`src/adcc_pkg.sv`:
```
package adcc_pkg;
  // register offsets (byte addresses, one word each)
  localparam logic [3:0] ADCC_OFS_CTRL_ONE = 4'h0;
  localparam logic [3:0] ADCC_OFS_CTRL_TWO = 4'h4;
  localparam logic [3:0] ADCC_OFS_RES_LO = 4'h8;
  localparam logic [3:0] ADCC_OFS_RES_HI = 4'hc;
  // control one fields
  localparam int ADCC_C1_START = 7;
  localparam int ADCC_C1_BUSY = 6;
  localparam int ADCC_C1_POFF = 5;
  localparam int ADCC_C1_CH_HI = 4;
  localparam int ADCC_CH_TOP = 4;
  // control two fields
  localparam int ADCC_C2_BGEN = 6;
  localparam int ADCC_C2_FMT = 5;
  localparam int ADCC_C2_REF = 4;
  localparam int ADCC_C2_DIV_HI = 2;
  // reset values
  localparam logic ADCC_RST_BUSY = 1'b1;
  localparam logic ADCC_RST_POFF = 1'b1;
  localparam logic [4:0] ADCC_RST_CH = 5'h00;
  localparam logic ADCC_RST_BGEN = 1'b1;
  localparam logic ADCC_RST_FMT = 1'b1;
  localparam logic ADCC_RST_REF = 1'b0;
  localparam logic [2:0] ADCC_RST_DIV = 3'h0;
  // pin function code for the external reference pin
  localparam logic [3:0] ADCC_PH_VREF_CODE = 4'h3;
  // conversion length in converter clocks
  localparam int ADCC_CONV_CLKS = 16;
  localparam int ADCC_NUM_CH = 12;
  localparam int ADCC_RES_BITS = 12;
  localparam logic [5:0] ADCC_DIV_MAX = 6'h3f;
  localparam logic [2:0] ADCC_DIV_UNDEF = 3'h7;

  typedef struct packed {
    logic start;
    logic power_off;
    logic [4:0] channel_select;
    logic bandgap_enable;
    logic result_format_select;
    logic reference_select;
    logic [2:0] conv_clock_divider_select;
  } adcc_ctrl_t;

  typedef enum logic [2:0] {
    ADCC_IDLE = 3'b001,
    ADCC_RESET = 3'b010,
    ADCC_CONV = 3'b100
  } adcc_state_t;
endpackage : adcc_pkg

```
`src/adcc_top.sv`:
```
// Functional notes
// - bandgap enable feeds bandgap to converter
// - bandgap off unless used or supervisor on
// - format bit places result in two bytes
// - reference select picks external pin or supply
// - divider field divides clock, 111 undefined
// - low-high-low start pulse starts one conversion
// - start high holds reset, busy high
// - busy clears when conversion finishes
// - end of conversion sets interrupt request
// - power-off bit shuts converter down
// - reference pin takes shared pin on code 0011
// - analog pin drops digital function, pull-high
// - analog selection overrides port direction
// - conversion lasts 16 converter clocks
// - result 12-bit unsigned, full scale fff
// - control two bit 3 reads zero
// - channel codes 0-11 inputs, top bit bandgap
// - unused result bits read zero
module adcc_top
  import adcc_pkg::*;
#(
  parameter int NUM_PINS = ADCC_NUM_CH
) (
  input wire logic clk,
  input wire logic rst,
  input wire logic wb_cyc_i,
  input wire logic wb_stb_i,
  input wire logic wb_we_i,
  input wire logic [3:0] wb_adr_i,
  input wire logic [3:0] wb_sel_i,
  input wire logic [31:0] wb_dat_i,
  output logic [31:0] wb_dat_o,
  output logic wb_ack_o,
  input wire logic converter_interrupt_enable,
  input wire logic global_interrupt_enable,
  input wire logic low_voltage_supervisor,
  input wire logic [3:0] porth_pin_function_field,
  input wire logic [NUM_PINS-1:0] analog_pin_select,
  input wire logic [NUM_PINS-1:0] pull_high_request,
  input wire logic [NUM_PINS-1:0] port_output_request,
  input wire logic comparator_bit,
  output logic conv_irq_req,
  output logic conv_irq,
  output logic conv_clk_en,
  output logic conv_reset,
  output logic conv_sample,
  output logic conv_powered,
  output logic [4:0] conv_input_select,
  output logic bandgap_to_converter,
  output logic bandgap_power,
  output logic ref_from_pin,
  output logic vref_pin_claim,
  output logic [NUM_PINS-1:0] pull_high_en,
  output logic [NUM_PINS-1:0] port_drive_en,
  output logic [NUM_PINS-1:0] digital_func_en,
  output logic [11:0] result_value
);

  adcc_ctrl_t ctrl_ff;
  adcc_state_t state_ff;
  logic busy_ff;
  logic [11:0] sar_ff;
  logic [11:0] result_ff;
  logic [5:0] div_cnt_ff;
  logic tick_ff;
  logic [4:0] bit_cnt_ff;
  logic irq_req_ff;
  logic irq_ff;
  logic [31:0] dat_ff;
  logic ack_ff;
  logic clk_en_ff;
  logic reset_ff;
  logic sample_ff;
  logic powered_ff;
  logic [4:0] in_sel_ff;
  logic bg_conv_ff;
  logic bg_pwr_ff;
  logic ref_pin_ff;
  logic vref_claim_ff;
  logic [NUM_PINS-1:0] pull_ff;
  logic [NUM_PINS-1:0] drive_ff;
  logic [NUM_PINS-1:0] dig_ff;

  logic bus_req;
  logic wr_c1;
  logic wr_c2;
  logic start_rise;
  logic start_fall;
  logic conv_done;
  logic [5:0] div_mask;
  logic [7:0] res_lo;
  logic [7:0] res_hi;

  // divider terminal mask: 2^code - 1, code 7 takes the code 6 mask
  function automatic logic [5:0] div_mask_of(input logic [2:0] code);
    logic [5:0] m;
    m = 6'h00;
    unique case (code)
      3'h0: m = 6'h00;
      3'h1: m = 6'h01;
      3'h2: m = 6'h03;
      3'h3: m = 6'h07;
      3'h4: m = 6'h0f;
      3'h5: m = 6'h1f;
      3'h6: m = 6'h3f;
      default: m = ADCC_DIV_MAX;
    endcase
    return m;
  endfunction : div_mask_of

  // byte lane write helper
  function automatic logic lane_wr(input logic [3:0] sel);
    return sel[0];
  endfunction : lane_wr

  // request taken while ack is low; writes need lane 0
  assign bus_req = wb_cyc_i && wb_stb_i && !ack_ff;
  assign wr_c1 = bus_req && wb_we_i && lane_wr(wb_sel_i) && (wb_adr_i == ADCC_OFS_CTRL_ONE);
  assign wr_c2 = bus_req && wb_we_i && lane_wr(wb_sel_i) && (wb_adr_i == ADCC_OFS_CTRL_TWO);
  // start bit edges written by software
  assign start_rise = wr_c1 && wb_dat_i[ADCC_C1_START] && !ctrl_ff.start;
  assign start_fall = wr_c1 && !wb_dat_i[ADCC_C1_START] && ctrl_ff.start;
  assign div_mask = div_mask_of(ctrl_ff.conv_clock_divider_select);
  // last converter tick; a restart in the same cycle wins
  assign conv_done = (state_ff == ADCC_CONV) && tick_ff && !start_rise
                     && (bit_cnt_ff == 5'(ADCC_CONV_CLKS - 1));

  // result byte layout
  always_comb begin
    if (ctrl_ff.result_format_select) begin
      res_hi = {4'h0, result_ff[11:8]};
      res_lo = result_ff[7:0];
    end else begin
      res_hi = result_ff[11:4];
      res_lo = {result_ff[3:0], 4'h0};
    end
  end

  // bus slave: one wait cycle, ack for one cycle
  always_ff @(posedge clk) begin
    if (rst) begin
      ack_ff <= 1'b0;
    end else begin
      ack_ff <= bus_req;
    end
  end

  // read data, valid while ack stands
  always_ff @(posedge clk) begin
    if (rst) begin
      dat_ff <= 32'h0;
    end else if (bus_req) begin
      unique case (wb_adr_i)
        ADCC_OFS_CTRL_ONE: dat_ff <= {24'h0, ctrl_ff.start, busy_ff, ctrl_ff.power_off, ctrl_ff.channel_select};
        ADCC_OFS_CTRL_TWO: dat_ff <= {24'h0, 1'b0, ctrl_ff.bandgap_enable, ctrl_ff.result_format_select,
                                      ctrl_ff.reference_select, 1'b0, ctrl_ff.conv_clock_divider_select};
        ADCC_OFS_RES_LO: dat_ff <= {24'h0, res_lo};
        ADCC_OFS_RES_HI: dat_ff <= {24'h0, res_hi};
        default: dat_ff <= 32'h0;
      endcase
    end
  end

  // control registers, both written from the bus
  always_ff @(posedge clk) begin
    if (rst) begin
      ctrl_ff.start <= 1'b0;
      ctrl_ff.power_off <= ADCC_RST_POFF;
      ctrl_ff.channel_select <= ADCC_RST_CH;
      ctrl_ff.bandgap_enable <= ADCC_RST_BGEN;
      ctrl_ff.result_format_select <= ADCC_RST_FMT;
      ctrl_ff.reference_select <= ADCC_RST_REF;
      ctrl_ff.conv_clock_divider_select <= ADCC_RST_DIV;
    end else begin
      if (wr_c1) begin
        ctrl_ff.start <= wb_dat_i[ADCC_C1_START];
        ctrl_ff.power_off <= wb_dat_i[ADCC_C1_POFF];
        ctrl_ff.channel_select <= wb_dat_i[ADCC_C1_CH_HI:0];
      end
      if (wr_c2) begin
        ctrl_ff.bandgap_enable <= wb_dat_i[ADCC_C2_BGEN];
        ctrl_ff.result_format_select <= wb_dat_i[ADCC_C2_FMT];
        ctrl_ff.reference_select <= wb_dat_i[ADCC_C2_REF];
        ctrl_ff.conv_clock_divider_select <= wb_dat_i[ADCC_C2_DIV_HI:0];
      end
    end
  end

  // converter clock divider, one-cycle tick per converter clock
  always_ff @(posedge clk) begin
    if (rst || state_ff != ADCC_CONV) begin
      div_cnt_ff <= 6'h00;
      tick_ff <= 1'b0;
    end else if ((div_cnt_ff & div_mask) == div_mask) begin
      div_cnt_ff <= 6'h00;
      // the undefined code stalls the converter clock
      tick_ff <= (ctrl_ff.conv_clock_divider_select != ADCC_DIV_UNDEF);
    end else begin
      div_cnt_ff <= div_cnt_ff + 6'h01;
      tick_ff <= 1'b0;
    end
  end

  // conversion sequencer
  always_ff @(posedge clk) begin
    if (rst) begin
      state_ff <= ADCC_IDLE;
    end else if (ctrl_ff.power_off) begin
      // power-off abandons a conversion
      state_ff <= ADCC_IDLE;
    end else begin
      unique case (state_ff)
        ADCC_IDLE: if (start_rise) state_ff <= ADCC_RESET;
        ADCC_RESET: if (start_fall) state_ff <= ADCC_CONV;
        ADCC_CONV: begin
          // a start write while converting restarts
          if (start_rise) begin
            state_ff <= ADCC_RESET;
          end else if (conv_done) begin
            state_ff <= ADCC_IDLE;
          end
        end
      endcase
    end
  end

  // converter ticks since sampling began
  always_ff @(posedge clk) begin
    if (rst || state_ff != ADCC_CONV) begin
      bit_cnt_ff <= 5'h00;
    end else if (tick_ff) begin
      bit_cnt_ff <= bit_cnt_ff + 5'h01;
    end
  end

  // successive approximation register against the comparator
  always_ff @(posedge clk) begin
    if (rst || state_ff != ADCC_CONV) begin
      sar_ff <= 12'h0;
    end else if (tick_ff && bit_cnt_ff < 5'(ADCC_RES_BITS)) begin
      sar_ff <= {sar_ff[10:0], comparator_bit};
    end
  end

  // result kept until the next finished conversion
  always_ff @(posedge clk) begin
    if (rst) begin
      result_ff <= 12'h0;
    end else if (conv_done) begin
      result_ff <= sar_ff;
    end
  end

  // busy flag
  always_ff @(posedge clk) begin
    if (rst) begin
      busy_ff <= ADCC_RST_BUSY;
    end else if (start_rise) begin
      busy_ff <= 1'b1;
    end else if (conv_done) begin
      busy_ff <= 1'b0;
    end
  end

  // interrupt request: set on conv_done, cleared by start_rise; a restart in the same cycle wins
  always_ff @(posedge clk) begin
    if (rst) begin
      irq_req_ff <= 1'b0;
      irq_ff <= 1'b0;
    end else begin
      irq_req_ff <= conv_done || (irq_req_ff && !start_rise);
      // pulse only with both enables set
      irq_ff <= conv_done && converter_interrupt_enable && global_interrupt_enable;
    end
  end

  // analog side controls
  always_ff @(posedge clk) begin
    if (rst) begin
      clk_en_ff <= 1'b0;
      reset_ff <= 1'b1;
      sample_ff <= 1'b0;
      powered_ff <= 1'b0;
      in_sel_ff <= ADCC_RST_CH;
      bg_conv_ff <= 1'b0;
      bg_pwr_ff <= 1'b0;
      ref_pin_ff <= 1'b0;
      vref_claim_ff <= 1'b0;
    end else begin
      clk_en_ff <= tick_ff;
      reset_ff <= (state_ff != ADCC_CONV);
      sample_ff <= (state_ff == ADCC_RESET) && start_fall
                   && !ctrl_ff.power_off;
      powered_ff <= !ctrl_ff.power_off;
      in_sel_ff <= ctrl_ff.channel_select;
      // bandgap and reference routing
      bg_conv_ff <= ctrl_ff.bandgap_enable && ctrl_ff.channel_select[ADCC_CH_TOP];
      bg_pwr_ff <= (ctrl_ff.bandgap_enable && !ctrl_ff.power_off) || low_voltage_supervisor;
      ref_pin_ff <= ctrl_ff.reference_select;
      vref_claim_ff <= ctrl_ff.reference_select && (porth_pin_function_field == ADCC_PH_VREF_CODE);
    end
  end

  // pin sharing overrides
  always_ff @(posedge clk) begin
    if (rst) begin
      pull_ff <= '0;
      drive_ff <= '0;
      dig_ff <= '1;
    end else begin
      // an analog pin loses pull-high, drive and digital use
      pull_ff <= pull_high_request & ~analog_pin_select;
      drive_ff <= port_output_request & ~analog_pin_select;
      dig_ff <= ~analog_pin_select;
    end
  end

  // outputs straight from their flip-flops
  assign wb_dat_o = dat_ff;
  assign wb_ack_o = ack_ff;
  assign conv_irq_req = irq_req_ff;
  assign conv_irq = irq_ff;
  assign conv_clk_en = clk_en_ff;
  assign conv_reset = reset_ff;
  assign conv_sample = sample_ff;
  assign conv_powered = powered_ff;
  assign conv_input_select = in_sel_ff;
  assign bandgap_to_converter = bg_conv_ff;
  assign bandgap_power = bg_pwr_ff;
  assign ref_from_pin = ref_pin_ff;
  assign vref_pin_claim = vref_claim_ff;
  assign pull_high_en = pull_ff;
  assign port_drive_en = drive_ff;
  assign digital_func_en = dig_ff;
  assign result_value = result_ff;

endmodule : adcc_top

```
`config.mk`:
```
export PLATFORM = sky130hd
export DESIGN_NAME = adcc_top
export DESIGN_NICKNAME = d
export VERILOG_FILES = /design/src/adcc_pkg.sv /design/src/adcc_top.sv
export SDC_FILE = /design/constraint.sdc
export NUM_CORES = 1
export LEC_CHECK = 0
export ABC_AREA = 1
export BUFFER_PORTS_ARGS = -buffer_cell sky130_fd_sc_hd__buf_2
export CELL_PAD_IN_SITES_DETAIL_PLACEMENT = 0
export CELL_PAD_IN_SITES_GLOBAL_PLACEMENT = 1
export CORE_ASPECT_RATIO = 0.6
export CORE_MARGIN = 1
export CORE_UTILIZATION = 30
export CTS_CLUSTER_DIAMETER = 30
export CTS_CLUSTER_SIZE = 10
export DETAILED_ROUTE_END_ITERATION = 12
export GPL_TIMING_DRIVEN = 0
export PLACE_DENSITY_LB_ADDON = 0.1
export RECOVER_POWER = 50
export SYNTH_ARGS = -nofsm -noshare
export SYNTH_HDL_FRONTEND = slang
export SYNTH_SLANG_ARGS = --single-unit
```
`constraint.sdc`:
```
create_clock -name clk -period 3 [get_ports clk]
set_clock_uncertainty 0.05 [all_clocks]
set_input_delay 0.3 -clock clk [delete_from_list [all_inputs] [get_ports clk]]
set_output_delay 0.3 -clock clk [all_outputs]
set_load 0.01 [all_outputs]
```
==> results.json, run 1 <==
{
  "fin_cells": 887,
  "post_cts_buffers": 0,
  "ctsResizeCount": 0,
  "slew_violations": 0,
  "r2r_start": "bit_cnt_ff[1]$_SDFFE_PP0P_",
  "grt_overflow": 0,
  "synth_warnings": 0,
  "place_congestion": 0.789,
  "startpoint_type": "flop",
  "finalCritPeriodShare": 0.603,
  "crit_arrival_ps": 2100,
  "grt_pass1_vias": 3513,
  "outcome": "finished clean",
  "post-dp-hpwl_mm": 9.21,
  "worst_slew_pin_slew_ps": 600,
  "end_kind": "flop",
  "worstReg2RegEnd": "result_value[6]$_SDFFE_PP0P_",
  "cts_sinks": 113,
  "ir_drop_mv": 0.272,
  "hold_path_depth": 2,
  "vias": 3809,
  "ctsHoldBuffers": 0,
  "timing.hold.ws_ps": 31.6,
  "ff2ff_path_depth": 9,
  "insertion_delay_ps": 410,
  "dp_cells": 855,
  "p_leak_nw": 2.46,
  "num_rows": 33,
  "grtUsageTotal": 0.167,
  "syn_area_um2": 4280,
  "min_path_type": "input port to flop",
  "clockRootBuffer": "clkbuf_16",
  "post-route-util": 0.421,
  "setup-tns-final_ps": 0,
  "port_buffers": 133,
  "cp_max_fo": 10,
  "antenna_found_initial": 0,
  "first_pass_iters": 4,
  "slew_headroom": 0.600,
  "drive_gt1_frac": 0.222,
  "crit_type": "flop to flop",
  "drtAntennaViolNets": 0,
  "grt_setup_unrepaired": "false",
  "required_ps": 3290,
  "core_um2": 13800,
  "synth_seq_cells": 113,
  "tritoncts": "built",
  "setup_viol": 0,
  "io_pins": 185,
  "wl_per_cell_um": 13.5,
  "fillers": 1439,
  "grt_pass1_wl_mm": 18.5,
  "drc": 0,
  "area_growth_pct": 35.6,
  "die_h_um": 94.5,
  "min_period_ps": 1810,
  "fmax_ghz": 0.553,
  "syn_area_per_cell_um2": 8.43,
  "worst_hold_path.endpoint": "digital_func_en[11]$_SDFF_PP1_",
  "clk_path_buf_depth": 2,
  "hold_violations": 0,
  "power_density_nw_per_um2": 648,
  "die_area_um2": 14700,
  "routed_wirelength_mm": 12.0,
  "antenna_cells": 0,
  "ys_seq_area_frac": 0.529,
  "cts_max_level": 4,
  "hp-start": "analog_pin_select[11]",
  "clk_pin_slew_ps": 60,
  "fin_nets": 774,
  "r2r_setup_slack_ps": 1190,
  "synthCells": 507,
  "ys_types": 35,
  "max_cap_violations": 0,
  "cts_made_buffers": 17,
  "start_util": 0.310,
  "drtIter0Drc": 150,
  "die_width_um": 156,
  "grt_max_degree": 17,
  "avgViaCountPerCell": 4.29
}
-- registers in the layout, indices dropped and copies added, names as in the netlist, 6 cells and up --
register and count:
result_value 12, ctrl_ff 13, sar_ff 12, pull_high_en 12, wb_dat_o 8, digital_func_en 12
div_cnt_ff 6, port_drive_en 12
-- area by class of cell --
class | instances | area [um^2] | share of cell area
sequential | 113 | 2260 | 0.390
multi-input combinational | 331 | 1670 | 0.288
timing repair buffer | 133 | 594 | 0.102
clock buffer | 18 | 439 | 0.0757
buffer | 42 | 264 | 0.0455
tap | 192 | 240 | 0.0414
inverter | 44 | 165 | 0.0285
clock inverter | 14 | 164 | 0.0283
-- logic make-up (layout without fill, tap and decap cells) --
family	count (synthesis)	count (layout)	share of synthesized area
and+or+nand+nor	203	203	0.233
DFF	113	113	0.529
AOI/OAI and AO/OA	97	97	0.120
buffers and inverters	86	251	0.100
xor gates and xnor gates	4	4	0.00820
adders and majority gates	3	3	0.00878
other	1	24	0.000877
-- report_power, final --
part / switching, W / internal (W) / leakage (nW)
sequential: 0.00000648 / 0.00153 / 0.918
clock: 0.000717 / 0.00132 / 0.292
combinational: 0.000106 / 0.0000788 / 1.25
total: 0.000830 / 0.00293 / 2.46
-- critical path, stage by stage (launching register included) --
cell     delay, ps
dfxtp_1        380
ha_1           190
inv_1           40
nor2_1         100
ha_1           290
nand2_1        130
nor2_2         190
buf_6          170
o21ai_0         80
nor2_1         120
-- layer usage --
layer	global-route usage	vias up	wire (um)
li1	-	1969	-
met1	0.252	1722	6710
met2	0.219	107	4550
met3	0.0427	11	614
met4	0.0711	0	108
met5	0	-	0
-- cells in the mapped netlist, drive strengths merged --
| master | count | area share |
|---|---|---|
| dfxtp | 113 | 0.53 |
| nand2 | 88 | 0.080 |
| nor2 | 58 | 0.059 |
| o21ai | 48 | 0.056 |
| inv | 44 | 0.039 |
| a21oi | 35 | 0.041 |
| buf | 31 | 0.052 |
| nor3b | 24 | 0.042 |
| nand3 | 20 | 0.029 |
| clkbuf | 11 | 0.0097 |
| nor3 | 9 | 0.013 |
| o211ai | 5 | 0.0088 |
| o22ai | 5 | 0.0073 |
| ha | 3 | 0.0088 |
| xor2 | 3 | 0.0061 |
| nand4 | 2 | 0.0064 |
| or2 | 2 | 0.0029 |
| a211oi | 1 | 0.0018 |
| a31oi | 1 | 0.0015 |
| conb | 1 | 0.00088 |
| o21a | 1 | 0.0018 |
| o21bai | 1 | 0.0018 |
| xnor2 | 1 | 0.0020 |
-- per-stage QoR --
stage	total power, W	instance area, um^2	worst slack [ps]
detailed placement	0.00176	5270	1200
CTS	0.00380	5870	1190
global route	0.00389	5800	1030
finish	0.00376	5800	1190
global placement	0.00175	5270	1210
floorplan	0.00166	4360	1550
-- placed cells by master (no fill, tap or decap), types with 4 or more instances in the layout --
master / count
dfxtp_1: 113
nand2_1: 86
buf_2: 80
clkbuf_1: 68
nor2_1: 52
o21ai_0: 46
inv_1: 42
a21oi_1: 35
buf_4: 25
nor3b_1: 24
conb_1: 24
nand3_1: 18
clkbuf_16: 17
nor3_1: 8
o22ai_1: 5
o211ai_1: 5
clkinv_2: 5
nor2_4: 4
-- worst max-delay path by stage --
stage                                    start                       endpoint  slack, ps  cells past startpoint
floorplan           bit_cnt_ff[1]$_SDFFE_PP0P_  result_value[10]$_SDFFE_PP0P_       1550                      9
global placement                           rst   result_value[8]$_SDFFE_PP0P_       1210                      6
detailed placement                         rst   result_value[8]$_SDFFE_PP0P_       1200                      6
CTS                 bit_cnt_ff[1]$_SDFFE_PP0P_   result_value[8]$_SDFFE_PP0P_       1190                      9
global route        bit_cnt_ff[1]$_SDFFE_PP0P_   result_value[8]$_SDFFE_PP0P_       1030                      9
finish              bit_cnt_ff[1]$_SDFFE_PP0P_   result_value[6]$_SDFFE_PP0P_       1190                      9
Power figures use the tool's default switching activity.
==> inputs of run 2 (changes only) <==
==> constraint.sdc (replaced) <==
create_clock -name clk -period 1.75 [get_ports clk]
set_clock_uncertainty 0.05 [all_clocks]
set_input_delay 0.175 -clock clk [delete_from_list [all_inputs] [get_ports clk]]
set_output_delay 0.175 -clock clk [all_outputs]
set_load 0.01 [all_outputs]
==> results.json, run 2 (synthesized netlist as in run 1, its figures left out) <==
{
  "min_path_type": "input port to flop",
  "min_period_ps": 1630,
  "die_area_um2": 14700,
  "clockRootBuffer": "clkbuf_16",
  "cts_sinks": 113,
  "grt_overflow": 0,
  "largest_register": "ctrl_ff",
  "largest_register_ffs": 13,
  "antenna_found_initial": 0,
  "cts_made_buffers": 17,
  "startpoint_type": "flop",
  "grtUsageTotal": 0.174,
  "ir_drop_mv": 0.464,
  "vias": 4016,
  "place_area_um2": 5270,
  "fin_cells": 935,
  "start_util": 0.310,
  "finalCritPeriodShare": 0.933,
  "wl_met1_mm": 6.76,
  "cp_max_fo": 5,
  "cts_max_level": 4,
  "grt_pass1_vias": 3741,
  "switchingPower_w": 0.00143,
  "worst_slew_pin_slew_ps": 602,
  "avgViaCountPerCell": 4.30,
  "grt_setup_unrepaired": "false",
  "first_pass_iters": 4,
  "clk_pin_slew_ps": 60,
  "setup_viol": 0,
  "core_um2": 13800,
  "met3_length_um": 701,
  "p_leak_nw": 2.65,
  "drive_gt1_frac": 0.203,
  "p_sw_frac": 0.219,
  "power_density_nw_per_um2": 1030,
  "drtIter0Drc": 167,
  "die_width_um": 156,
  "routed_wirelength_mm": 12.6,
  "grt_pass1_wl_mm": 19.4,
  "place_congestion": 0.789,
  "end_kind": "flop",
  "insertion_delay_ps": 410,
  "crit_type": "flop to flop",
  "num_rows": 33,
  "r2r_setup_slack_ps": 120,
  "clock_power_share": 0.536,
  "crit_arrival_ps": 1930,
  "area_growth_pct": 47.2,
  "tritoncts": "built",
  "antenna_cells": 0,
  "p_seq_frac": 0.404,
  "grt_max_degree": 17,
  "drc": 0,
  "fmax_ghz": 0.612,
  "slew_violations": 0,
  "outcome": "finished clean",
  "comb_power_share": 0.060,
  "required_ps": 2040,
  "port_buffers": 133,
  "final_cell_mix": "dfxtp_1 (111), nand2_1 (85), clkbuf_1 (78), buf_2 (69), nor2_1 (51)",
  "p_int_w": 0.00508,
  "post-dp-hpwl_mm": 9.21,
  "die_h_um": 94.5,
  "stdcell_area_um2": 6290,
  "clk_path_buf_depth": 2,
  "max_cap_violations": 0,
  "dp_cells": 855,
  "wl_met2_mm": 5.02,
  "final_common_cell": "dfxtp_1",
  "wl_per_cell_um": 13.5,
  "hold_violations": 0,
  "drtAntennaViolNets": 0,
  "io_pins": 185,
  "top_layer_used": "met4",
  "slew_headroom": 0.598,
  "fin_nets": 822
}
## run 2: cell types whose count changed in the layout (fill, tap and decap cells not counted), sizes merged
| cell | previous run | this run |
|---|---|---|
| buf | 107 | 98 |
| clkbuf | 86 | 97 |
| dlygate4sd3 | 0 | 46 |
## run 2: layer usage
layer,global-route usage,vias up
met1,0.255,1831
li1,-,2061
met3,0.0427,12
met2,0.241,112
met4,0.0711,0
met5,0,-
## run 2: path summary, 6_finish.rpt
| path | startpoint | end | cells past startpoint |
|---|---|---|---|
| setup reg to reg | bit_cnt_ff[1]$_SDFFE_PP0P_ | result_value[6]$_SDFFE_PP0P_ | 9 |
| setup / recovery | bit_cnt_ff[1]$_SDFFE_PP0P_ | result_value[6]$_SDFFE_PP0P_ | 9 |
| hold reg to reg | busy_ff$_SDFFE_PP1P_ | busy_ff$_SDFFE_PP1P_ | 2 |
| hold / removal | wb_dat_i[3] | ctrl_ff[9]$_SDFFE_PP0N_ | 3 |
## run 2: final cells by class
| type | count | area (um^2) |
|---|---|---|
| buffer | 42 | 269 |
| timing repair buffer | 181 | 1060 |
| fill | 1419 | 7500 |
| clock inverter | 14 | 164 |
| inverter | 44 | 165 |
| tap | 192 | 240 |
| sequential | 113 | 2260 |
| multi-input combinational | 331 | 1690 |
| clock buffer | 18 | 439 |
## run 2: per-stage QoR
stage	setup TNS (ps)	setup WS (ps)	hold WS, ps	util	total power (W)
6_report	0	117	22.4	0.456	0.00651
5_1_grt	0	12.2	21.0	0.456	0.00675
4_1_cts	0	12.8	0.965	0.459	0.00659
3_5_place_dp	-153	-32.1	326	0.382	0.00301
3_3_place_gp	0	6.46	320	0.382	0.00301
2_1_floorplan	0	297	195	-	0.00285
## run 2: power groups by stage
stage	Clock [W]	Sequential (W)	Combinational (W)
global placement	0	0.00268	0.000327
finish	0.00348	0.00263	0.000394
detailed placement	0	0.00268	0.000328
CTS	0.00356	0.00263	0.000402
floorplan	0	0.00270	0.000150
global route	0.00369	0.00263	0.000433
## run 2: critical path: stages, from the launching register on
cell	delay (ps)
dfxtp_2	350
ha_1	170
inv_1	50
nor2_2	150
ha_4	200
nand2_2	90
nor2_4	170
buf_6	140
o21ai_0	70
nor2_1	120
## run 2: repair_timing
| item | in CTS | in global routing |
|---|---|---|
| hold endpoints to repair | 43 | 0 |
| setup endpoints to repair | 10 | 12 |
| pin swaps | 1 | 3 |
| gates cloned | 0 | 1 |
| hold buffers | 46 | 0 |
| resized for setup | 1 | 12 |
| setup buffers | 0 | 1 |
